**config.mk**
```make
export PLATFORM = sky130hd
export DESIGN_NAME = cfp_core_regs
export DESIGN_NICKNAME = d
export VERILOG_FILES = /design/src/hdl/cfp_flag_eval.v /design/src/hdl/cfp_addr_map.v /design/src/hdl/cfp_core_regs.v
export VERILOG_INCLUDE_DIRS = /design/src /design/src/hdl
export SDC_FILE = /design/constraint.sdc
export NUM_CORES = 1
export LEC_CHECK = 0
export BUFFER_PORTS_ARGS = -buffer_cell sky130_fd_sc_hd__clkbuf_2
export CAP_MARGIN = 20
export CORE_AREA = 2 2 113 60
export DETAILED_ROUTE_END_ITERATION = 12
export DIE_AREA = 0 0 115 62
export GPL_TIMING_DRIVEN = 1
export PLACE_DENSITY = 0.84
export SYNTH_ARGS = -nofsm -noshare
export SYNTH_HDL_FRONTEND = slang
export SYNTH_SLANG_ARGS = --single-unit
```
**constraint.sdc**
```tcl
create_clock -name sys_clk -period 1.13 [get_ports sys_clk]
set_input_delay 0.0565 -clock sys_clk [delete_from_list [all_inputs] [get_ports sys_clk]]
set_output_delay 0.0565 -clock sys_clk [all_outputs]
set_load 0.01 [all_outputs]
```
**src/hdl/cfp_regs.vh**
```
// Constants for the flag register and working register pointers.
// Assumes inclusion by the design files of this block only.
`ifndef CFP_REGS_VH
`define CFP_REGS_VH
`define CFP_OFF_FLAGS 12'h0e7
`define CFP_OFF_PTR0 12'h0e8
`define CFP_OFF_PTR1 12'h0e9
`define CFP_BYTE_ADDR(idx) ((idx) << 2)
`define CFP_FLAG_CARRY 7
`define CFP_FLAG_ZERO 6
`define CFP_FLAG_SIGN 5
`define CFP_FLAG_OVF 4
`define CFP_FLAG_BCDKIND 3
`define CFP_FLAG_HALF 2
`define CFP_FLAG_USER 1
`define CFP_FLAG_MEMSEL 0
`define CFP_PTR_SPLIT 2
`define CFP_PTR_MASK 8'hfc
`define CFP_GROUP_D 4'hd
`define CFP_FLAGS_RST 8'h00
`define CFP_PTR_RST 8'h00
`endif

```
**src/hdl/cfp_flag_eval.v**
```verilog
// Pure combinational flag evaluation for one ALU result.
// Assumes the ALU supplies result, operands, subtract select and word select for the operation.
`timescale 1ns/1ns
`default_nettype none
module cfp_flag_eval (
  // Operation result and operands.
  input wire [15:0] aluResult,
  input wire [15:0] aluOpA,
  input wire [15:0] aluOpB,
  input wire aluIsSub,
  input wire aluIsWord,
  // Derived flags.
  output wire zeroOut,
  output wire signOut,
  output wire ovfOut,
  output wire halfOut
);
  wire [15:0] effB;
  wire topA;
  wire topB;
  // Zero and sign follow the accumulator width.
  assign zeroOut = aluIsWord ? (aluResult == 16'h0000) : (aluResult[7:0] == 8'h00);
  assign signOut = aluIsWord ? aluResult[15] : aluResult[7];
  // Overflow: operands of equal sign give a result of the other sign.
  assign effB = aluIsSub ? ~aluOpB : aluOpB;
  assign topA = aluIsWord ? aluOpA[15] : aluOpA[7];
  assign topB = aluIsWord ? effB[15] : effB[7];
  assign ovfOut = (topA == topB) && (signOut != topA);
  // Half carry out of, or borrow into, bit 3 of a byte.
  assign halfOut = aluOpA[4] ^ aluOpB[4] ^ aluResult[4];
endmodule // cfp_flag_eval
`default_nettype wire

```
**src/hdl/cfp_addr_map.v**
```verilog
// Working register number to absolute register file address.
// Assumes pointer values already hold zero in their two low bits.
`timescale 1ns/1ns
`default_nettype none
`include "cfp_regs.vh"
module cfp_addr_map (
  // Pointer state.
  input wire [7:0] ptrZero,
  input wire [7:0] ptrOne,
  input wire splitMode,
  // Working register number.
  input wire [3:0] workNum,
  // Absolute address out.
  output wire [7:0] absAddr
);
  wire [7:0] singleBase;
  // Single mode aligns to an even 8-group, i.e. a 16-register boundary.
  assign singleBase = {ptrZero[7:4], 4'h0}; // [RULE17]
  // Twin mode picks a pointer by the number's top bit, offsets 0 to 7.
  assign absAddr = splitMode ?
    (workNum[3] ? ({ptrOne[7:3], 3'b000} + {5'b00000, workNum[2:0]}) // [RULE18]
                : ({ptrZero[7:3], 3'b000} + {5'b00000, workNum[2:0]})) :
    (singleBase + {4'h0, workNum}); // [RULE16]
endmodule // cfp_addr_map
`default_nettype wire

```
**src/hdl/cfp_core_regs.v**
```verilog
// Condition flags and working register pointers of the core, with APB access.
// Assumes the decoder gives one-cycle command pulses and ALU results synchronously.
`timescale 1ns/1ns
`default_nettype none
`include "cfp_regs.vh"
// Operation
// RULE1: Carry set on carry out of top bit.
// RULE2: Carry forced set, cleared or inverted by commands.
// RULE3: Zero flag set when affected result is zero.
// RULE4: Sign copies result bit 7 or 15.
// RULE5: Sign and overflow update with zero flag.
// RULE6: Overflow set on signed range error.
// RULE7: Remember last arithmetic was add or subtract.
// RULE8: Half carry from bit 3 on byte ops.
// RULE9: User bit changes only by explicit instruction.
// RULE10: Memory select set for data, cleared for code.
// RULE11: Pointer set commands choose twin or single mode.
// RULE12: Split bit in both pointers marks twin mode.
// RULE13: Pointer bits one and zero stay zero.
// RULE14: Pointer bits 7 to 3 hold group index.
// RULE15: Address high nibble group, low nibble register.
// RULE16: Single mode adds register number to pointer zero.
// RULE17: Single mode window aligned to even group.
// RULE18: Twin mode uses pointer one for r8-r15.
// RULE19: Group D reachable only through pointers.
// RULE20: Software treats unused pointer one as reserved.
module cfp_core_regs (
  // Clock and reset.
  input wire sys_clk,
  input wire rst_b,
  // APB slave.
  input wire psel,
  input wire penable,
  input wire pwrite,
  input wire [11:0] paddr,
  input wire [31:0] pwdata,
  output wire pready,
  output reg [31:0] prdata,
  output wire pslverr,
  // ALU result for flag updates.
  input wire aluUpdate,
  input wire aluCarryUpdate,
  input wire aluArith,
  input wire aluIsSub,
  input wire aluIsWord,
  input wire aluCarryOut,
  input wire [15:0] aluResult,
  input wire [15:0] aluOpA,
  input wire [15:0] aluOpB,
  // Flag commands from the decoder.
  input wire set_msb_out,
  input wire clear_msb_out,
  input wire invert_msb_out,
  input wire userSet,
  input wire userClear,
  input wire select_data_space,
  input wire select_code_space,
  // Pointer commands from the decoder.
  input wire set_pointer_zero,
  input wire set_pointer_one,
  input wire set_single_pointer,
  input wire [4:0] cmdGroupIndex,
  // Register address translation.
  input wire [7:0] regAddr,
  output wire [7:0] absRegAddr,
  output wire regAddrValid,
  // State outputs.
  output wire [7:0] condition_flags,
  output wire memory_space_sel,
  output wire pointer_split_mode
);
  reg [7:0] flagsReg;
  reg [7:0] flagsNext;
  reg [7:0] ptrZeroReg;
  reg [7:0] ptrZeroNext;
  reg [7:0] ptrOneReg;
  reg [7:0] ptrOneNext;
  wire zeroVal;
  wire signVal;
  wire ovfVal;
  wire halfVal;
  wire isWorkAddr;
  wire [7:0] workAbs;
  wire busWrite;
  wire busRead;

  // Register index to APB byte address.
  function [11:0] byteAddr;
    input [11:0] idx;
    begin
      byteAddr = `CFP_BYTE_ADDR(idx);
    end
  endfunction

  // Pointer value with fixed low bits zeroed.
  function [7:0] cleanPtr;
    input [7:0] val;
    begin
      cleanPtr = val & `CFP_PTR_MASK; // [RULE13]
    end
  endfunction

  // Flag values derived from the ALU result.
  cfp_flag_eval uFlagEval (
    .aluResult(aluResult),
    .aluOpA(aluOpA),
    .aluOpB(aluOpB),
    .aluIsSub(aluIsSub),
    .aluIsWord(aluIsWord),
    .zeroOut(zeroVal),
    .signOut(signVal),
    .ovfOut(ovfVal),
    .halfOut(halfVal)
  );

  // Working register address translation.
  cfp_addr_map uAddrMap (
    .ptrZero(ptrZeroReg),
    .ptrOne(ptrOneReg),
    .splitMode(ptrZeroReg[`CFP_PTR_SPLIT]),
    .workNum(regAddr[3:0]),
    .absAddr(workAbs)
  );

  // APB is zero wait state; every transfer completes in its access cycle.
  assign pready = 1'b1;
  assign pslverr = 1'b0;
  assign busWrite = psel && penable && pwrite;
  assign busRead = psel && !penable && !pwrite;

  // Flag register next value: hardware events override software writes.
  always @* begin
    flagsNext = flagsReg;
    if (busWrite && (paddr == byteAddr(`CFP_OFF_FLAGS))) begin
      flagsNext = pwdata[7:0];
    end
    if (aluCarryUpdate) begin
      flagsNext[`CFP_FLAG_CARRY] = aluCarryOut; // [RULE1]
    end
    if (set_msb_out) begin
      flagsNext[`CFP_FLAG_CARRY] = 1'b1; // [RULE2]
    end else if (clear_msb_out) begin
      flagsNext[`CFP_FLAG_CARRY] = 1'b0; // [RULE2]
    end else if (invert_msb_out) begin
      flagsNext[`CFP_FLAG_CARRY] = ~flagsReg[`CFP_FLAG_CARRY]; // [RULE2]
    end
    if (aluUpdate) begin
      flagsNext[`CFP_FLAG_ZERO] = zeroVal; // [RULE3]
      flagsNext[`CFP_FLAG_SIGN] = signVal; // [RULE4] [RULE5]
      flagsNext[`CFP_FLAG_OVF] = ovfVal; // [RULE6] [RULE5]
    end
    if (aluArith) begin
      flagsNext[`CFP_FLAG_BCDKIND] = aluIsSub; // [RULE7]
      if (!aluIsWord) begin
        flagsNext[`CFP_FLAG_HALF] = halfVal; // [RULE8]
      end
    end
    // The user bit moves only by its own commands or a register write.
    if (userSet) begin
      flagsNext[`CFP_FLAG_USER] = 1'b1; // [RULE9]
    end else if (userClear) begin
      flagsNext[`CFP_FLAG_USER] = 1'b0; // [RULE9]
    end
    if (select_data_space) begin
      flagsNext[`CFP_FLAG_MEMSEL] = 1'b1; // [RULE10]
    end else if (select_code_space) begin
      flagsNext[`CFP_FLAG_MEMSEL] = 1'b0; // [RULE10]
    end
  end

  // Pointer next values; every pointer command writes the split bit into both pointers.
  always @* begin
    ptrZeroNext = ptrZeroReg;
    ptrOneNext = ptrOneReg;
    if (busWrite && (paddr == byteAddr(`CFP_OFF_PTR0))) begin
      ptrZeroNext = cleanPtr(pwdata[7:0]); // [RULE13]
    end
    if (busWrite && (paddr == byteAddr(`CFP_OFF_PTR1))) begin
      ptrOneNext = cleanPtr(pwdata[7:0]); // [RULE13]
    end
    if (set_pointer_zero) begin
      ptrZeroNext = {cmdGroupIndex, 3'b000}; // [RULE14]
      ptrZeroNext[`CFP_PTR_SPLIT] = 1'b1; // [RULE11] [RULE12]
      ptrOneNext[`CFP_PTR_SPLIT] = 1'b1; // [RULE12]
    end else if (set_pointer_one) begin
      ptrOneNext = {cmdGroupIndex, 3'b000}; // [RULE14]
      ptrOneNext[`CFP_PTR_SPLIT] = 1'b1; // [RULE11] [RULE12]
      ptrZeroNext[`CFP_PTR_SPLIT] = 1'b1; // [RULE12]
    end else if (set_single_pointer) begin
      ptrZeroNext = {cmdGroupIndex, 3'b000}; // [RULE14]
      ptrZeroNext[`CFP_PTR_SPLIT] = 1'b0; // [RULE11] [RULE12]
      ptrOneNext[`CFP_PTR_SPLIT] = 1'b0; // [RULE12]
    end
  end

  // State registers.
  always @(posedge sys_clk or negedge rst_b) begin
    if (!rst_b) begin
      flagsReg <= `CFP_FLAGS_RST;
      ptrZeroReg <= `CFP_PTR_RST;
      ptrOneReg <= `CFP_PTR_RST;
    end else begin
      flagsReg <= flagsNext;
      ptrZeroReg <= ptrZeroNext;
      ptrOneReg <= ptrOneNext;
    end
  end

  // Read data captured in the setup cycle, valid in the access cycle.
  always @(posedge sys_clk or negedge rst_b) begin
    if (!rst_b) begin
      prdata <= 32'h00000000;
    end else if (busRead) begin
      if (paddr == byteAddr(`CFP_OFF_FLAGS)) begin
        prdata <= {24'h000000, flagsReg};
      end else if (paddr == byteAddr(`CFP_OFF_PTR0)) begin
        prdata <= {24'h000000, ptrZeroReg};
      end else if (paddr == byteAddr(`CFP_OFF_PTR1)) begin
        prdata <= {24'h000000, ptrOneReg};
      end else begin
        prdata <= 32'h00000000;
      end
    end
  end

  // Working register addressing uses group 0xD's slot in the high nibble.
  assign isWorkAddr = (regAddr[7:4] == `CFP_GROUP_D); // [RULE15]
  // Group D is only reached through the pointers; a direct reference is translated through them.
  assign absRegAddr = isWorkAddr ? workAbs : regAddr; // [RULE19]
  assign regAddrValid = 1'b1;

  assign condition_flags = flagsReg;
  assign memory_space_sel = flagsReg[`CFP_FLAG_MEMSEL];
  assign pointer_split_mode = ptrZeroReg[`CFP_PTR_SPLIT];
endmodule // cfp_core_regs
`default_nettype wire

```
# --- After elaboration in Yosys (flattened, before gate mapping) ---
# Cells that the tools add are included.
classes:
  eq_ne: 6
  muxes: 37
  addsub: 3
  bitwise_logic: 4
  n_reduce_logical: 19
ops:
  columns: ["op", "count"]
  rows:
  - ["2-to-1 mux 8 bit", 11]
  - ["== test 12 x 10 -> 1 bit, second input constant", 3]
  - ["2-to-1 mux 1 bit", 17]
  - ["adder 8 x 3 -> 8 bit", 2]
  - ["logical NOT 16 bit", 1]
  - ["2-to-1 mux 16 bit", 1]
  - ["inverter 16 bit", 1]
  - ["2-to-1 mux 5 bit", 3]
  - ["adder 8 x 4 -> 8 bit", 1]
  - ["logical AND 1 bit", 8]
  - ["logical NOT 8 bit", 1]
  - ["2-to-1 mux 2 bit", 4]
  - ["nonzero test 4 bit", 2]
  - ["nonzero test 3 bit", 2]
  - ["nonzero test 5 bit", 1]
  - ["== test 4 bit, second input constant", 1]
  - ["nonzero test 2 bit", 2]
  - ["2-to-1 mux 3 bit", 1]
  - ["logical NOT 1 bit", 2]
  - ["bitwise XOR 1 bit", 2]
  - ["== test 1 bit", 1]
  - ["!= test 1 bit", 1]
  - ["inverter 1 bit", 1]
totals:
  regBits: 56
  output_inout_bits: 53
  inputBits: 126
  wordCells: 80

# --- Depth between registers and ports, before layout ---
logic_depth:
  ltp_word: 8
  depth_mapped: 5
  mapped_depth_nobuf: 4

# --- By module ---
# A second synthesis with hierarchy kept.
hier_totals:
  hier_cells: 242
  hier_area_um2: 2285.9
modules_own_cells:
  columns: ["module", "n_inst", "cells_per_inst", "area_per_inst_um2", "seq_area_each_um2"]
  rows:
  - ["cfp_core_regs", 1, 215, 2063.2, 800.8]
  - ["cfp_flag_eval", 1, 16, 118.9, 0.0]
  - ["cfp_addr_map", 1, 11, 103.8, 0.0]

# --- Worst setup path after synthesis ---
# OpenSTA, ideal clock, no wires.
synth_path:
  path_kind: "input -> register"
  start: "input paddr[1]"
  end: "register flagsReg[7] (netlist: condition_flags[7])"
  path_slack_ns: -0.138
  n_path_buf: 0
  t_arrival_ns: 1.192
  stages: 4
  path_cell_list: "nor4b_4 > nand4_4 > o31a_1 > o21ai_1"
synth_via:
  elab_chain_cells: 3
synth_rtl:
  columns: ["element", "line_no", "source"]
  rows:
  - ["from (decl)", "cfp_core_regs.v:35", "input wire [11:0] paddr,"]
  - ["== test 12 x 10 -> 1 bit", "cfp_core_regs.v:134", "if (busWrite && (paddr == byteAddr(`CFP_OFF_FLAGS))) begin"]
  - ["logical AND 1 bit", "cfp_core_regs.v:134", null]
  - ["nonzero test 5 bit (no source line)", null, null]
  - ["to (signal assigned)", "cfp_core_regs.v:199", "flagsReg <= `CFP_FLAGS_RST;"]
  - ["to (signal assigned)", "cfp_core_regs.v:203", "flagsReg <= flagsNext;"]
  - ["to (decl)", "cfp_core_regs.v:72", "reg [7:0] flagsReg;"]
# Every way passes these cells.
# A chain may end at the register's enable or synchronous reset.

# --- Worst setup path after layout ---
layout_path:
  start: "register ptrZeroReg[2]"
  end: "output absRegAddr[4]"
layout_via:
  elab_chain_cells: 2
layout_rtl:
  columns: ["element", "line_no", "source"]
  rows:
  - ["from (decl)", "cfp_core_regs.v:74", "reg [7:0] ptrZeroReg;"]
  - ["from (signal assigned)", "cfp_core_regs.v:200", "ptrZeroReg <= `CFP_PTR_RST;"]
  - ["from (signal assigned)", "cfp_core_regs.v:204", "ptrZeroReg <= ptrZeroNext;"]
  - ["2-to-1 mux 8 bit", "cfp_addr_map.v:20", "assign absAddr = splitMode ?"]
  - ["2-to-1 mux 8 bit", "cfp_core_regs.v:229", "assign absRegAddr = isWorkAddr ? workAbs : regAddr;"]
  - ["to (decl)", "cfp_core_regs.v:65", "output wire [7:0] absRegAddr,"]
# Every way passes these cells.

==> flow_metrics.py <==
metrics = {
    "cts": {
        "cts_sinks": 32,
        "htree_levels": 2,
        "cts_tree": "done",
        "clkTransAtPathRegs_ns": 0.06,
        "root_buffer": "clkbuf_16",
        "cts_buffers": 5,
        "clock_path_buffers": 2,
        "worstSkewPairLatency_ns": 0.28,
    },
    "floorplanning": {
        "start_util": 0.335,
        "fp-row-count": 21,
        "die_w_um": 115,
        "fp.dieH_um": 62,
        "dieArea_um2": 7130,
        "core_area_um2": 6310,
        "ios": 179,
    },
    "min_path": {
        "hp-start": "set_msb_out",
        "hp-class": "in -> reg",
        "whs_path_depth": 3,
        "min_to": "condition_flags[7]$_DFFE_PN0P_",
    },
    "final_layout": {
        "nets": 450,
        "ff_latch_area_um2": 802,
        "drive_gt1_frac": 0.434,
        "fillers": 615,
        "finalNonFillerCells": 405,
        "antenna_cells": 0,
        "final_util": 0.465,
        "design_area_um2": 2940,
        "syn2layout_area_growth_pct": 38.9,
        "multi_input_area_um2": 1180,
    },
    "logic_synthesis": {
        "ys_seq_area_frac": 0.379,
        "synth_cells": 211,
        "yosys-top-cells-area": "dfrtp_1 (38%), mux2i_1 (13%), buf_4 (11%)",
        "synth.top_cell.area_share": 0.379,
        "yosys_warnings": 0,
        "post_synth_num_cell_types": 37,
        "yosys-top-cells-count": "dfrtp_1 (32), buf_4 (31), mux2i_1 (27), o21ai_0 (14), nand2_1 (13)",
        "ys_seq_elements": 32,
        "syn_avg_cell_area_um2": 10.0,
        "synth-async-reset-ratio": 1.00,
        "synth-edff-count": 0,
        "syn-cell-area_um2": 2110,
        "yosysMostFrequentCell": "dfrtp_1",
        "synth-main-ff-cell": "dfrtp_1",
        "synth_top_area_cell": "dfrtp_1",
    },
    "global_routing": {
        "grt-ovfl-total": 0,
        "grt_pass1_wl_um": 9250,
        "grt_pass1_vias": 1853,
        "grt_max_degree": 33,
        "track_usage": 0.173,
        "antenna_found_initial": 0,
    },
    "sta": {
        "hold-worst-slack_ns": 0.0225,
        "min_period_ns": 1.47,
        "clock.fmax_mhz": 681,
        "clock_skew_ns": 0.00591,
        "setup_viol": 7,
        "final_max_slew_viol_count": 0,
        "worstMarginPinSlew_ns": 0.505,
        "max_slew_margin": 0.664,
        "postLayoutSetupSlackWorst_ns": -0.339,
        "hold_viol": 0,
        "rsz0062_at_grt": "yes",
        "min_period_over_period": 1.30,
    },
    "route": {
        "postRouteAntennaNets": 0,
        "via_count": 1943,
        "post_drt_wl_per_cell_um": 15.1,
        "totalWireLength_um": 6120,
        "drt_pre_antenna_iters": 4,
        "viasPerCell": 4.80,
        "drc": 0,
        "first_iter_violations": 104,
    },
    "critical_path": {
        "crit_required_ns": 1.07,
        "critPathMaxFanout": 4,
        "rr_worst_depth": 4,
        "reg2reg_to": "prdata[2]$_DFFE_PN0P_",
        "startpoint_type": "register",
        "reg2reg_slack_ns": -0.04,
        "crit_path_end_kind": "output pin",
        "r2r-start": "ptrZeroReg[2]$_DFFE_PN0P_",
        "crit_type": "reg -> out",
        "cp_data_arrival_time_ns": 1.41,
    },
    "placed_design": {
        "gp_congestion": 0.884,
        "dpl.hpwl_um": 4870,
        "dp_cells": 388,
        "placed_area_um2": 2660,
        "post-place-ws_ns": -0.223,
        "portBuffers": 95,
    },
    "run": {
        "cap_violations": 0,
    },
    "power": {
        "swShare": 0.259,
        "p_per_area_nw_per_um2": 1180,
        "cellLeakagePower_uw": 0.00162,
        "intPower_uw": 2580,
        "pwr-share-comb": 0.189,
        "power.switching_uw": 902,
        "clkPwrFrac": 0.441,
        "pwr-share-seq": 0.371,
        "vdd.ir_drop.worst_v": 0.000509,
    },
    "outcome": {
        "status": "finished with violations",
        "violations": "setup timing",
    },
}
## timing repair
item / in CTS / in global routing
cloned: 0 / 1
hold endpoints to repair: 37 / 0
gates resized for setup: 6 / 8
setup buffers: 1 / 0
setup endpoints to repair: 5 / 15
hold buffers: 7 / 0
pin swaps: 2 / 1
## worst max-delay path, cell delays in order, from the launching register on
cell	delay (ns)
dfrtp_2	0.43
nand2_4	0.10
buf_4	0.12
mux2i_2	0.26
a21boi_1	0.10
clkbuf_2	0.13
## cell type report
class / instances / area share
multi-input combinational: 165 / 0.402
sequential: 32 / 0.273
timing repair buffer: 118 / 0.232
clock buffer: 6 / 0.0439
tap: 80 / 0.0341
clock inverter: 2 / 0.0119
inverter: 2 / 0.00256
## cells by family after synthesis
kind of cell | share of synthesized area
other | 0.00355
AO/OA/AOI/OAI | 0.129
multiplexers | 0.181
buffers and inverters | 0.126
flip-flops | 0.379
XOR/XNOR | 0.0124
AND/OR/NAND/NOR | 0.169
## through the flow
stage          power (uW)  TNS, ns
5_1_grt              3610    -1.84
3_3_place_gp         1900    -3.80
4_1_cts              3500    -1.60
2_1_floorplan        1680   -0.798
3_5_place_dp         1910    -5.10
6_report             3480    -1.61
## registers in the layout, indices dropped and copies added, names as in the netlist
signal	flops
condition_flags	8
prdata	8
ptrOneReg	8
ptrZeroReg	8
## power groups by stage
stage / Sequential (uW) / Clock [uW] / Combinational [uW]
after floorplan: 1300 / 0 / 375
final: 1290 / 1530 / 656
after global placement: 1300 / 0 / 598
after global routing: 1300 / 1580 / 725
after detailed placement: 1300 / 0 / 610
after CTS: 1290 / 1560 / 646
## cell usage in the layout, fill, tap and decap left out, types with 2 or more instances in the layout
cell,Yosys,final
nand4_4,3,3
nor2_1,12,12
nand2b_1,2,2
and4b_1,2,2
buf_4,31,14
mux2i_1,27,26
clkbuf_2,0,93
a22oi_1,8,7
o21ai_0,14,3
nor4_1,3,3
dfrtp_1,32,31
dlygate4sd3_1,0,7
a21boi_1,0,3
xor2_1,2,2
or4_1,2,2
buf_2,3,2
and3_1,5,5
a21o_1,2,2
o21bai_1,2,2
nand2_1,13,12
clkbuf_16,0,5
conb_1,2,27
mux2_2,10,9
inv_1,2,2
a21oi_1,12,11
o21ai_1,3,14
## per-layer routing
layer,GRT usage,wire (um)
met5,0,0
met4,0.0482,52
met3,0.0436,488
met2,0.285,2710
met1,0.233,2870
## how the worst max path moves through the flow
stage | start | endpoint | cells past startpoint
global placement | paddr[6] | prdata[5]$_DFFE_PN0P_ | 6
floorplan | paddr[6] | condition_flags[7]$_DFFE_PN0P_ | 4
CTS | ptrZeroReg[2]$_DFFE_PN0P_ | absRegAddr[5] | 4
finish | ptrZeroReg[2]$_DFFE_PN0P_ | absRegAddr[4] | 5
detailed placement | paddr[6] | prdata[7]$_DFFE_PN0P_ | 6
global route | ptrZeroReg[2]$_DFFE_PN0P_ | absRegAddr[4] | 5
(Power assumes the default switching activity.)
